===== src/cme_defines.vh =====
/*
  Constants for the clock-module event register block: register offsets,
  event bit positions, reset values and timing counts.
  Assumes a 125 MHz module clock and word-aligned APB byte addresses.
*/
// Overview of operation
// Raw status shows every pending event flag regardless of its mask bit.
// Each masked status bit is the AND of mask bit and raw bit.
// Mask bit one passes its raw event to masked status; zero blocks it.
// Writing one to clear register clears that raw event; zero does nothing.
// Writing one to force-set register raises that raw event for diagnostics.
// Writing one to mask-set register sets that mask bit; zeros leave it.
// Writing one to mask-clear register clears that mask bit; zeros leave it.
// Events occupy bits 17 to 5; bits 31 to 18 read zero; reset zero.
// Slow tick follows selected slow clock, else generated from always-on clock.
// Clock-loss event raised when no slow clock edge seen for about 49 us.
// On slow clock loss, tick falls back to always-on clock; no reset caused.
// Candidate clock edge event raised on each rising edge of candidate clock.
// Amplitude-settled event raised in settled or external-oscillator state at target.
// Controls-at-target event raised when both caps and current reach target.
// Out-of-range event on period error beyond maximum; good event on qualification.
// Increment-updated event raised when a new increment measurement is stored.
// Gearing-restart event raised when the increment filter restarts gearing.
// Converter done at bit 8; ADC peak, bias, compare at bits 7, 6, 5.
// Identification register reports identifier, revisions, instance, offset; read-only.
// Software must not modify unlisted offsets; they read zero here.
// Interrupt output high while any masked status bit is set.
`ifndef CME_DEFINES_VH
`define CME_DEFINES_VH

`define CME_OFS_IDENT 12'h000
`define CME_OFS_MASK 12'h044
`define CME_OFS_RAW 12'h048
`define CME_OFS_MASKED 12'h04C
`define CME_OFS_FSET 12'h050
`define CME_OFS_CLR 12'h054
`define CME_OFS_MSET 12'h058
`define CME_OFS_MCLR 12'h05C
`define CME_OFS_FOSC 12'h080
`define CME_OFS_FXT 12'h084
`define CME_OFS_SOSC 12'h08C
`define CME_OFS_SXT 12'h090

// Event field
`define CME_EV_LSB 5
`define CME_EV_MSB 17
`define CME_EV_W 13
`define CME_BIT_TICK 17
`define CME_BIT_GEAR 16
`define CME_BIT_AMPSET 15
`define CME_BIT_ATTARG 14
`define CME_BIT_CANDEDGE 13
`define CME_BIT_LOSS 12
`define CME_BIT_OOR 11
`define CME_BIT_GOOD 10
`define CME_BIT_INCUPD 9
`define CME_BIT_TDC 8
`define CME_BIT_PEAK 7
`define CME_BIT_BIAS 6
`define CME_BIT_COMP 5
`define CME_EV_RESET 13'h0000
`define CME_CTL_RESET 32'h00000000

// Loss timeout: 49 us at 8 ns per cycle, rounded down
`define CME_LOSS_NS 49000
`define CME_CLK_NS 8
`define CME_LOSS_CYC (`CME_LOSS_NS / `CME_CLK_NS)
// Fallback tick period, nominal 32768 Hz: 30518 ns
`define CME_TICK_NS 30518
`define CME_TICK_CYC (`CME_TICK_NS / `CME_CLK_NS)

`endif


===== src/cme_event_regs.v =====
/*
  Event register block of the clock module: raw and masked status, mask,
  write-one set/clear registers, identification and oscillator controls,
  reached over APB.
  Assumes event inputs are one-cycle or level pulses synchronous to clk and
  that the slow clocks are already brought into the clk domain.
*/
// Implementation choice: register access over APB.
`timescale 1ns/1ps
`include "cme_defines.vh"
module cme_event_regs #(
  parameter [31:0] IDENT_VALUE = 32'h12340000, // Arbitrary identification value
  parameter LOSS_CYC = `CME_LOSS_CYC,
  parameter TICK_CYC = `CME_TICK_CYC
) (
  input wire clk,
  input wire rstn,
  input wire psel,
  input wire penable,
  input wire pwrite,
  input wire [11:0] paddr,
  input wire [31:0] pwdata,
  output reg [31:0] prdata,
  output reg pready,
  output reg pslverr,
  input wire slowClk,
  input wire candClk,
  input wire [2:0] ampState,
  input wire cap1AtTarget,
  input wire cap2AtTarget,
  input wire currentAtTarget,
  input wire periodOutOfRange,
  input wire qualified,
  input wire incrementStored,
  input wire gearingRestart,
  input wire converterDone,
  input wire adcPeakDone,
  input wire adcBiasDone,
  input wire adcCompareDone,
  output reg slowTick,
  output reg slowClockLost,
  output reg irq,
  output reg [31:0] fastOscCtl,
  output reg [31:0] fastXtalCtl,
  output reg [31:0] slowOscCtl,
  output reg [31:0] slowXtalCtl
);
  // Amplitude state codes seen on ampState
  localparam [2:0] AMP_SETTLED = 3'h4;
  localparam [2:0] AMP_EXTOSC = 3'h5;

  reg rstSync1;
  reg rstSync2;
  wire rst2n;
  reg [`CME_EV_W-1:0] rawEv;
  reg [`CME_EV_W-1:0] maskEv;
  reg [`CME_EV_W-1:0] next_rawEv;
  reg [`CME_EV_W-1:0] next_maskEv;
  reg [`CME_EV_W-1:0] hwEv;
  reg [31:0] next_prdata;
  reg mapped;
  wire tickPulse;
  wire lossPulse;
  wire candEdge;
  wire lostLvl;
  wire atTarget;
  wire wrStrobe;
  wire [`CME_EV_W-1:0] wrBits;

  // Reset release through two flops; assertion stays asynchronous
  always @(posedge clk or negedge rstn) begin
    if (!rstn) begin
      rstSync1 <= 1'b0;
      rstSync2 <= 1'b0;
    end else begin
      rstSync1 <= 1'b1;
      rstSync2 <= rstSync1;
    end
  end
  assign rst2n = rstSync2;

  cme_tick_gen #(
    .LOSS_CYC(LOSS_CYC),
    .TICK_CYC(TICK_CYC)
  ) uTick (
    .clk(clk),
    .rstn(rst2n),
    .slowClk(slowClk),
    .candClk(candClk),
    .tick(tickPulse),
    .lossPulse(lossPulse),
    .candEdge(candEdge),
    .lost(lostLvl)
  );

  assign atTarget = cap1AtTarget & cap2AtTarget & currentAtTarget;

  // Hardware event sources, indexed from the lowest event bit
  always @* begin
    hwEv = {`CME_EV_W{1'b0}};
    hwEv[`CME_BIT_TICK-`CME_EV_LSB] = tickPulse;
    hwEv[`CME_BIT_GEAR-`CME_EV_LSB] = gearingRestart;
    hwEv[`CME_BIT_AMPSET-`CME_EV_LSB] = atTarget &
      (ampState == AMP_SETTLED || ampState == AMP_EXTOSC);
    hwEv[`CME_BIT_ATTARG-`CME_EV_LSB] = atTarget;
    hwEv[`CME_BIT_CANDEDGE-`CME_EV_LSB] = candEdge;
    hwEv[`CME_BIT_LOSS-`CME_EV_LSB] = lossPulse;
    hwEv[`CME_BIT_OOR-`CME_EV_LSB] = periodOutOfRange;
    hwEv[`CME_BIT_GOOD-`CME_EV_LSB] = qualified;
    hwEv[`CME_BIT_INCUPD-`CME_EV_LSB] = incrementStored;
    hwEv[`CME_BIT_TDC-`CME_EV_LSB] = converterDone;
    hwEv[`CME_BIT_PEAK-`CME_EV_LSB] = adcPeakDone;
    hwEv[`CME_BIT_BIAS-`CME_EV_LSB] = adcBiasDone;
    hwEv[`CME_BIT_COMP-`CME_EV_LSB] = adcCompareDone;
  end

  // Zero-wait APB: a write lands on the access-phase edge
  assign wrStrobe = psel & penable & pwrite;
  assign wrBits = pwdata[`CME_EV_MSB:`CME_EV_LSB];

  // Event and mask next state; clear first so a same-cycle set wins
  always @* begin
    next_rawEv = rawEv;
    next_maskEv = maskEv;
    if (wrStrobe && paddr == `CME_OFS_CLR) begin
      next_rawEv = next_rawEv & ~wrBits;
    end
    next_rawEv = next_rawEv | hwEv;
    if (wrStrobe && paddr == `CME_OFS_FSET) begin
      next_rawEv = next_rawEv | wrBits;
    end
    if (wrStrobe && paddr == `CME_OFS_MASK) begin
      next_maskEv = wrBits;
    end
    if (wrStrobe && paddr == `CME_OFS_MSET) begin
      next_maskEv = next_maskEv | wrBits;
    end
    if (wrStrobe && paddr == `CME_OFS_MCLR) begin
      next_maskEv = next_maskEv & ~wrBits;
    end
  end

  // Event state and derived interrupt, all cleared at reset
  always @(posedge clk or negedge rst2n) begin
    if (!rst2n) begin
      rawEv <= `CME_EV_RESET;
      maskEv <= `CME_EV_RESET;
      irq <= 1'b0;
      slowTick <= 1'b0;
      slowClockLost <= 1'b0;
    end else begin
      rawEv <= next_rawEv;
      maskEv <= next_maskEv;
      irq <= |(next_rawEv & next_maskEv);
      slowTick <= tickPulse;
      slowClockLost <= lostLvl;
    end
  end

  // Oscillator control registers, plain storage for the analog side
  always @(posedge clk or negedge rst2n) begin
    if (!rst2n) begin
      fastOscCtl <= `CME_CTL_RESET;
      fastXtalCtl <= `CME_CTL_RESET;
      slowOscCtl <= `CME_CTL_RESET;
      slowXtalCtl <= `CME_CTL_RESET;
    end else if (wrStrobe) begin
      if (paddr == `CME_OFS_FOSC) begin
        fastOscCtl <= pwdata;
      end
      if (paddr == `CME_OFS_FXT) begin
        fastXtalCtl <= pwdata;
      end
      if (paddr == `CME_OFS_SOSC) begin
        slowOscCtl <= pwdata;
      end
      if (paddr == `CME_OFS_SXT) begin
        slowXtalCtl <= pwdata;
      end
    end
  end

  // Read mux; write-only and unlisted words read zero
  always @* begin
    next_prdata = 32'h00000000;
    mapped = 1'b1;
    case (paddr)
      `CME_OFS_IDENT: next_prdata = IDENT_VALUE;
      `CME_OFS_MASK: next_prdata[`CME_EV_MSB:`CME_EV_LSB] = maskEv;
      `CME_OFS_RAW: next_prdata[`CME_EV_MSB:`CME_EV_LSB] = rawEv;
      `CME_OFS_MASKED: next_prdata[`CME_EV_MSB:`CME_EV_LSB] = rawEv & maskEv;
      `CME_OFS_FSET: next_prdata = 32'h00000000;
      `CME_OFS_CLR: next_prdata = 32'h00000000;
      `CME_OFS_MSET: next_prdata = 32'h00000000;
      `CME_OFS_MCLR: next_prdata = 32'h00000000;
      `CME_OFS_FOSC: next_prdata = fastOscCtl;
      `CME_OFS_FXT: next_prdata = fastXtalCtl;
      `CME_OFS_SOSC: next_prdata = slowOscCtl;
      `CME_OFS_SXT: next_prdata = slowXtalCtl;
      default: mapped = 1'b0;
    endcase
  end

  // Registered answer: ready in the access phase, one cycle after setup
  always @(posedge clk or negedge rst2n) begin
    if (!rst2n) begin
      prdata <= 32'h00000000;
      pready <= 1'b0;
      pslverr <= 1'b0;
    end else begin
      pready <= psel & ~penable;
      pslverr <= psel & ~penable & ~mapped;
      if (psel && !penable && !pwrite) begin
        prdata <= next_prdata;
      end
    end
  end
endmodule


===== src/cme_edge_detect.v =====
/*
  Rising edge detector for one synchronous level input.
  Assumes the input is already synchronous to clk.
*/
`timescale 1ns/1ps
module cme_edge_detect (
  input wire clk,
  input wire rstn,
  input wire level,
  output wire rise
);
  reg last;

  // Previous sample, cleared at reset so a high level after reset counts
  always @(posedge clk or negedge rstn) begin
    if (!rstn) begin
      last <= 1'b0;
    end else begin
      last <= level;
    end
  end

  assign rise = level & ~last;
endmodule


===== src/cme_tick_gen.v =====
/*
  Slow tick generator with clock-loss detection and fallback.
  Assumes slowClk and candClk are slow levels synchronous to clk.
*/
`timescale 1ns/1ps
`include "cme_defines.vh"
module cme_tick_gen #(
  parameter LOSS_CYC = `CME_LOSS_CYC,
  parameter TICK_CYC = `CME_TICK_CYC
) (
  input wire clk,
  input wire rstn,
  input wire slowClk,
  input wire candClk,
  output reg tick,
  output reg lossPulse,
  output wire candEdge,
  output reg lost
);
  wire slowEdge;
  reg [15:0] idleCnt;
  reg [15:0] fbCnt;

  cme_edge_detect uSlow (
    .clk(clk),
    .rstn(rstn),
    .level(slowClk),
    .rise(slowEdge)
  );

  cme_edge_detect uCand (
    .clk(clk),
    .rstn(rstn),
    .level(candClk),
    .rise(candEdge)
  );

  // Idle watch; a loss only flags and switches source, it never resets
  always @(posedge clk or negedge rstn) begin
    if (!rstn) begin
      idleCnt <= 16'h0000;
      lost <= 1'b0;
      lossPulse <= 1'b0;
    end else begin
      lossPulse <= 1'b0;
      if (slowEdge) begin
        idleCnt <= 16'h0000;
        lost <= 1'b0;
      end else if (idleCnt == LOSS_CYC[15:0] - 16'h0001) begin
        if (!lost) begin
          lossPulse <= 1'b1;
        end
        lost <= 1'b1;
      end else begin
        idleCnt <= idleCnt + 16'h0001;
      end
    end
  end

  // Tick from slow clock edges, or from a local divider while lost
  always @(posedge clk or negedge rstn) begin
    if (!rstn) begin
      fbCnt <= 16'h0000;
      tick <= 1'b0;
    end else begin
      if (!lost || fbCnt == TICK_CYC[15:0] - 16'h0001) begin
        fbCnt <= 16'h0000;
      end else begin
        fbCnt <= fbCnt + 16'h0001;
      end
      tick <= lost ? (fbCnt == TICK_CYC[15:0] - 16'h0001) : slowEdge;
    end
  end
endmodule


===== config.mk =====
export PLATFORM = sky130hd
export DESIGN_NAME = cme_event_regs
export DESIGN_NICKNAME = d
export VERILOG_FILES = /design/src/cme_event_regs.v /design/src/cme_edge_detect.v /design/src/cme_tick_gen.v
export VERILOG_INCLUDE_DIRS = /design/src /design/src/src
export SDC_FILE = /design/constraint.sdc
export NUM_CORES = 1
export LEC_CHECK = 0
export BUFFER_PORTS_ARGS = -buffer_cell sky130_fd_sc_hd__buf_2
export CORE_MARGIN = 1.5
export CORE_UTILIZATION = 35
export DETAILED_ROUTE_END_ITERATION = 7
export PLACE_DENSITY_LB_ADDON = 0.12
export SYNTH_ARGS = -nofsm -noshare
export SYNTH_HDL_FRONTEND = slang
export SYNTH_SLANG_ARGS = --single-unit

===== constraint.sdc =====
create_clock -name clk -period 17.27 [get_ports clk]
set_clock_uncertainty 0.2 [all_clocks]
set_input_delay 0.8635 -clock clk [delete_from_list [all_inputs] [get_ports clk]]
set_output_delay 0.8635 -clock clk [all_outputs]
set_load 0.01 [all_outputs]

==> impl_metrics.json, run 1 <==
{
  "synth_cell_types": 67,
  "port_buffers": 228,
  "wirelength_um": 31040,
  "fmax_ghz": 0.2812,
  "path_cells": "buf_2 > nor4_4 > nand4_1 > nand2b_1 > nor3_4 > buf_4 > mux2_2",
  "cts.sinks": 230,
  "syn_nets": 898,
  "ys_warn_count": 0,
  "cp_slowest_cell": "nor3_4",
  "hpwl_um": 19890,
  "finalSetupTns_ns": 0,
  "ys_seq_area_share_pct": 56.62,
  "synth_top_cell_by_area": "dfrtp_1",
  "route.met3.wl_um": 1722,
  "drtIter0Drc": 472,
  "slowest_delay_ns": 0.72,
  "hold_buffers": 1,
  "critical_path_required_ns": 17.49,
  "p_per_area_mw_per_mm2": 93.71,
  "cp-start-kind": "primary input",
  "fin_nets": 1122,
  "status": "completed",
  "timing.reg2reg.setup_slack_ns": 14.69,
  "irDropWorstVdd_mv": 0.07212,
  "async_reset_ff_share_pct": 100.0,
  "finalHoldViolCount": 0,
  "final_core_util_pct": 44.07,
  "cts_tree": "built",
  "fillers": 2786,
  "dieHeight_um": 173.4,
  "ioPinCount": 230,
  "dr.pass1.iters": 5,
  "highest_layer": "met4",
  "initial_core_util_pct": 35.51,
  "synth-seq-cells": 230,
  "area_growth_pct": 24.10,
  "die_w_um": 173.4,
  "grt_start_max_net_pins": 159,
  "grt_usage_pct": 20.57,
  "wl_per_cell_um": 21.32,
  "slew_headroom_pct": 17.10,
  "holdWs_ns": 0.1500,
  "drive_gt1_share_pct": 41.04,
  "crit_fanout": 22,
  "vias": 7631,
  "clock-root-buffer": "clkbuf_16",
  "postCtsSetupRepairBufs": 0,
  "worst_slew_pin_slew_ns": 1.241,
  "synth_common_cells": "dfrtp_1, mux2_2, nor2_1",
  "drc": 0,
  "clockBufferDepth": 3,
  "n_antenna_cell": 0,
  "min_period_ns": 3.557,
  "worstSkewPairLatency_ns": 0.53,
  "synth_edf_count": 0,
  "wl_met2_um": 14720,
  "syn_inst": 829,
  "layout_worst_path_cycle_share_pct": 20.59,
  "cts_resized": 0,
  "ant_nets": 0,
  "synth.top_cell.area_share_pct": 56.62,
  "hp-class": "reg2reg",
  "grt_overflow_total": 0,
  "drv_cap": 0,
  "synth_most_common_cell": "dfrtp_1",
  "worstSetupPathType": "in2reg",
  "synth_ff_type": "dfrtp_1",
  "avgSynthCellArea_um2": 12.26,
  "core_mm2": 0.02863,
  "syn-cell-area_mm2": 0.01016,
  "rsz0062_at_grt": "no",
  "routedLengthMet1_um": 14070,
  "power_uw": 1182,
  "grt_pass1_vias": 7707,
  "dieArea_mm2": 0.03007,
  "finalMaxSlewViolations": 0,
  "antenna_found_initial": 0,
  "place_congestion": 0.7811,
  "grt_pass1_wl_um": 47940,
  "finalSetupViolations": 0,
  "core.rowCount": 62,
  "cts_buffers": 27,
  "avgViaCountPerCell": 5.241,
  "synth.area.top_cells": "dfrtp_1, mux2_2, nor2_1, a221oi_1, a22oi_1",
  "htree_levels": 1,
  "worstSetupEndpointType": "flop",
  "cp.arrival_ns": 3.77,
  "leakagePower_uw": 0.006303,
  "clkTransAtPathRegs_ns": 0.06
}
state kept, by name, summed over array words and instances, names as in the netlist, 16 cells and up:
register	cells
uTick.fbCnt	16
prdata	32
fastOscCtl	32
slowXtalCtl	32
fastXtalCtl	32
uTick.idleCnt	16
slowOscCtl	32
through the flow:
| step | setup WS (ns) | instance area, µm² | std cells |
|---|---|---|---|
| finish | 13.71 | 12610 | 1456 |
| floorplan | 10.19 | 10160 | 829 |
| global route | 13.54 | 12610 | 1456 |
| global placement | 13.17 | 11710 | 1407 |
| detailed placement | 13.17 | 11710 | 1407 |
| CTS | 13.71 | 12610 | 1456 |
cell usage in the layout (no fill, tap or decap), types with 5 or more instances in the layout:
master	instances
a211o_2	5
a21bo_2	6
a21oi_1	14
a221o_1	11
a221o_2	5
a221oi_1	22
a22o_1	12
a22oi_1	25
a31oi_1	23
a32o_1	8
and3_1	7
buf_2	228
buf_4	11
clkbuf_1	10
clkbuf_16	27
clkbuf_8	8
dfrtp_1	229
inv_1	13
mux2_1	7
mux2_2	121
nand2_1	48
nand2b_1	13
nand3_1	29
nand4_1	13
nor2_1	52
nor3_1	8
o21ai_0	26
xnor2_1	9
xor2_1	18
layout make-up:
type                    instances  area [µm²]  area share [%]
clock buffers                  45       823.3           6.526
flip-flops and latches        230        5759           45.66
well taps                     384       480.5           3.809
multi-input cells             540        4180           33.14
inverters                      13       48.80          0.3868
clock inverters                 3       68.82          0.5455
repair buffers                241        1254           9.938
kinds of logic (layout without fill, tap and decap cells):
group	count (synthesis)	count (layout)	synth area share, %
compound gates	172	172	12.89
mux	128	128	14.18
fa+ha+maj	4	4	0.4924
flops	230	230	56.62
simple gates	208	208	10.57
xor+xnor	27	27	2.326
other cells	1	1	0.03689
buf+inv	59	302	2.880
final timing paths:
kind / start / end / cells past startpoint
worst min-delay path: rstSync1$_DFF_PN0_ / rst2n$_DFF_PN0_ / 0
worst max-delay path: paddr[9] / fastOscCtl[30]$_DFFE_PN0P_ / 7
worst min register to register: rstSync1$_DFF_PN0_ / rst2n$_DFF_PN0_ / 0
min in group asynchronous: rst2n$_DFF_PN0_ / slowTick$_DFF_PN0_ / 0
max in group asynchronous: rst2n$_DFF_PN0_ / slowOscCtl[28]$_DFFE_PN0P_ / 1
worst max register to register: uTick.fbCnt[1]$_DFF_PN0_ / uTick.tick$_DFF_PN0_ / 7
report_power, final:
part | switching, µW | internal (µW) | leakage, µW
clock | 220 | 351 | 0.000435
sequential | 9.77 | 548 | 0.00311
combinational | 35.4 | 18.3 | 0.00276
total | 265 | 917 | 0.00630
worst max-delay path, delay by kind of cell:
kind | cells | cell delay (ns)
buffers and inverters | 2 | 0.61
multiplexers | 1 | 0.39
AND/OR/NAND/NOR | 4 | 1.87
metal layers:
metal,track usage (%),up-vias
li1,-,3511
met1,28.56,3867
met2,33.85,216
met3,3.355,37
met4,4.529,0
met5,0,-
(Power assumes the default switching activity.)
==> inputs of run 2 (changes only) <==
- clock period: 17.27 -> 2.9 ns (I/O delays scaled with it)
==> run 2 against run 1 <==
Combinational power increased to 7.6 times the previous value. Largest cell class unchanged. Highest routed layer unchanged. Register-to-register slack got worse by 14 ns. Power increased to 5.9 times the previous value.
==> impl_metrics.json, run 2 (synthesis results as in run 1) <==
{
  "highest_layer": "met4",
  "p_seq_share_pct": 47.7,
  "finalSetupViolations": 0,
  "slowest_delay_ns": 0.59,
  "vias": 7934,
  "p_sw_uw": 1616,
  "power.share.combinational_pct": 5.8,
  "worstSkewPairLatency_ns": 0.54,
  "cts_tree": "built",
  "final_common_cell": "dfrtp_1",
  "port_buffers": 228,
  "cp-start-kind": "primary input",
  "fin_nets": 1209,
  "drv_cap": 0,
  "crit_fanout": 6,
  "clkTransAtPathRegs_ns": 0.06,
  "avgViaCountPerCell": 5.142,
  "grt_overflow_total": 0,
  "p_per_area_mw_per_mm2": 514.2,
  "grt_pass1_vias": 7957,
  "dieArea_mm2": 0.03007,
  "n_antenna_cell": 0,
  "cp.arrival_ns": 3.00,
  "wl_per_cell_um": 20.21,
  "irDropWorstVdd_mv": 0.4568,
  "hp-class": "in2reg",
  "grt_start_max_net_pins": 68,
  "worstSetupPathType": "in2reg",
  "initial_core_util_pct": 35.51,
  "fmax_ghz": 0.3580,
  "swShare_pct": 23.37,
  "place_congestion": 0.7550,
  "drive_gt1_share_pct": 40.81,
  "internal-power_uw": 5301,
  "layout_worst_path_cycle_share_pct": 96.32,
  "cp_slowest_cell": "dlygate4sd3_1",
  "multiInputGateArea_mm2": 0.004180,
  "min_period_ns": 2.793,
  "htree_levels": 1,
  "worstHoldStart": "paddr[3]",
  "rsz0062_at_grt": "no",
  "mostFrequentLayoutCells": "dfrtp_1, buf_2, mux2_2",
  "routedLengthMet1_um": 14260,
  "critical_path_required_ns": 3.11,
  "hpwl_um": 21110,
  "ioPinCount": 230,
  "seqCellArea_mm2": 0.005759,
  "core_mm2": 0.02863,
  "grt_pass1_wl_um": 48470,
  "core.rowCount": 62,
  "worstReg2RegStart": "uTick.idleCnt[0]$_DFFE_PN0P_",
  "power_uw": 6917,
  "worstSetupEndpointType": "flop",
  "die_w_um": 173.4,
  "cts.sinks": 230,
  "crit_path_start": "pwrite",
  "dr.pass1.iters": 5,
  "path_cells": "dlygate4sd3_1 > buf_2 > and3_2 > nand4_1 > nor3_2 > buf_4 > nand2_1 > a221o_2 > dlygate4sd3_1 > a22oi_1 > nand4_1",
  "worst_slew_pin_slew_ns": 0.7008,
  "finalHoldViolCount": 0,
  "clock-root-buffer": "clkbuf_16",
  "fillers": 2734,
  "wirelength_um": 31190,
  "pwr-share-clk_pct": 46.4,
  "drc": 0,
  "status": "completed",
  "cts_buffers": 26,
  "grt_usage_pct": 20.63,
  "slew_headroom_pct": 53.28,
  "ant_nets": 0,
  "antenna_found_initial": 0,
  "wl_met2_um": 14500,
  "area_growth_pct": 32.35,
  "clockBufferDepth": 3,
  "route.met3.wl_um": 1731,
  "finalMaxSlewViolations": 0,
  "dieHeight_um": 173.4,
  "drtIter0Drc": 413,
  "finalSetupTns_ns": 0,
  "leakagePower_uw": 0.006670
}
run 2: changes by cell type in the layout (fill, tap and decap cells not counted):
cell,delta
buf_12,+7
dlygate4sd3_1,+58
buf_4,+23
bufinv_16,-2
clkbuf_1,-4
clkbuf_8,-1
clkinvlp_4,+3
inv_6,-1
clkinv_2,+4
run 2: path summary, 6_finish.rpt:
kind | slack [ns] | end | depth (start not counted)
worst max register to register | 0.78 | uTick.idleCnt[3]$_DFFE_PN0P_ | 7
worst min register to register | 0.16 | rst2n$_DFF_PN0_ | 0
worst max-delay path | 0.11 | irq$_DFF_PN0_ | 11
worst min-delay path | 0.05 | pslverr$_DFF_PN0_ | 4
max in group asynchronous | 1.63 | rawEv[7]$_DFF_PN0_ | 1
min in group asynchronous | 0.21 | irq$_DFF_PN0_ | 1
run 2: routing by layer:
metal  up-vias  global-route usage (%)
met5         -                       0
met4         0                   4.964
met3        43                   3.969
met2       209                   33.53
met1      3983                   28.44
li1       3699                       -
run 2: stage by stage:
step,hold WS [ns],setup slack [ns],util [%],area (µm²),std cells
finish,0.04943,0.1067,47.00,13450,1543
global route,0.05440,0.005519,47.00,13450,1543
CTS,0.02873,0.1432,47.00,13450,1543
detailed placement,-0.2673,0.2228,42.01,12030,1437
global placement,-0.2686,0.2177,42.01,12030,1437
floorplan,-0.3506,0.3756,-,10170,829
run 2: power by group through the flow:
stage	registers [µW]	clock network, µW	logic [µW]
floorplan	3410	0	118
finish	3300	3210	405
global route	3310	3420	452
CTS	3300	3300	412
global placement	3360	0	353
detailed placement	3360	0	356
run 2: timing repair:
action                     in CTS  in global routing
hold endpoints to repair      194                  0
resized for setup               0                  0
hold buffers                   59                  0
setup buffers                   0                  0
setup endpoints to repair       0                  0
run 2: final cells by class:
cell class / count / share of cell area (%)
clock buffers: 40 / 5.906
repair buffers: 329 / 15.96
inverters: 13 / 0.3627
multi-input cells: 540 / 31.07
flip-flops and latches: 230 / 42.81
well taps: 384 / 3.571
clock inverters: 7 / 0.3162
run 2: worst max-delay path, delay by kind of cell:
kind,cells,cell delay [ns]
and+or+nand+nor,5,0.82
AOI/OAI and AO/OA,2,0.56
buffers and inverters,4,1.49
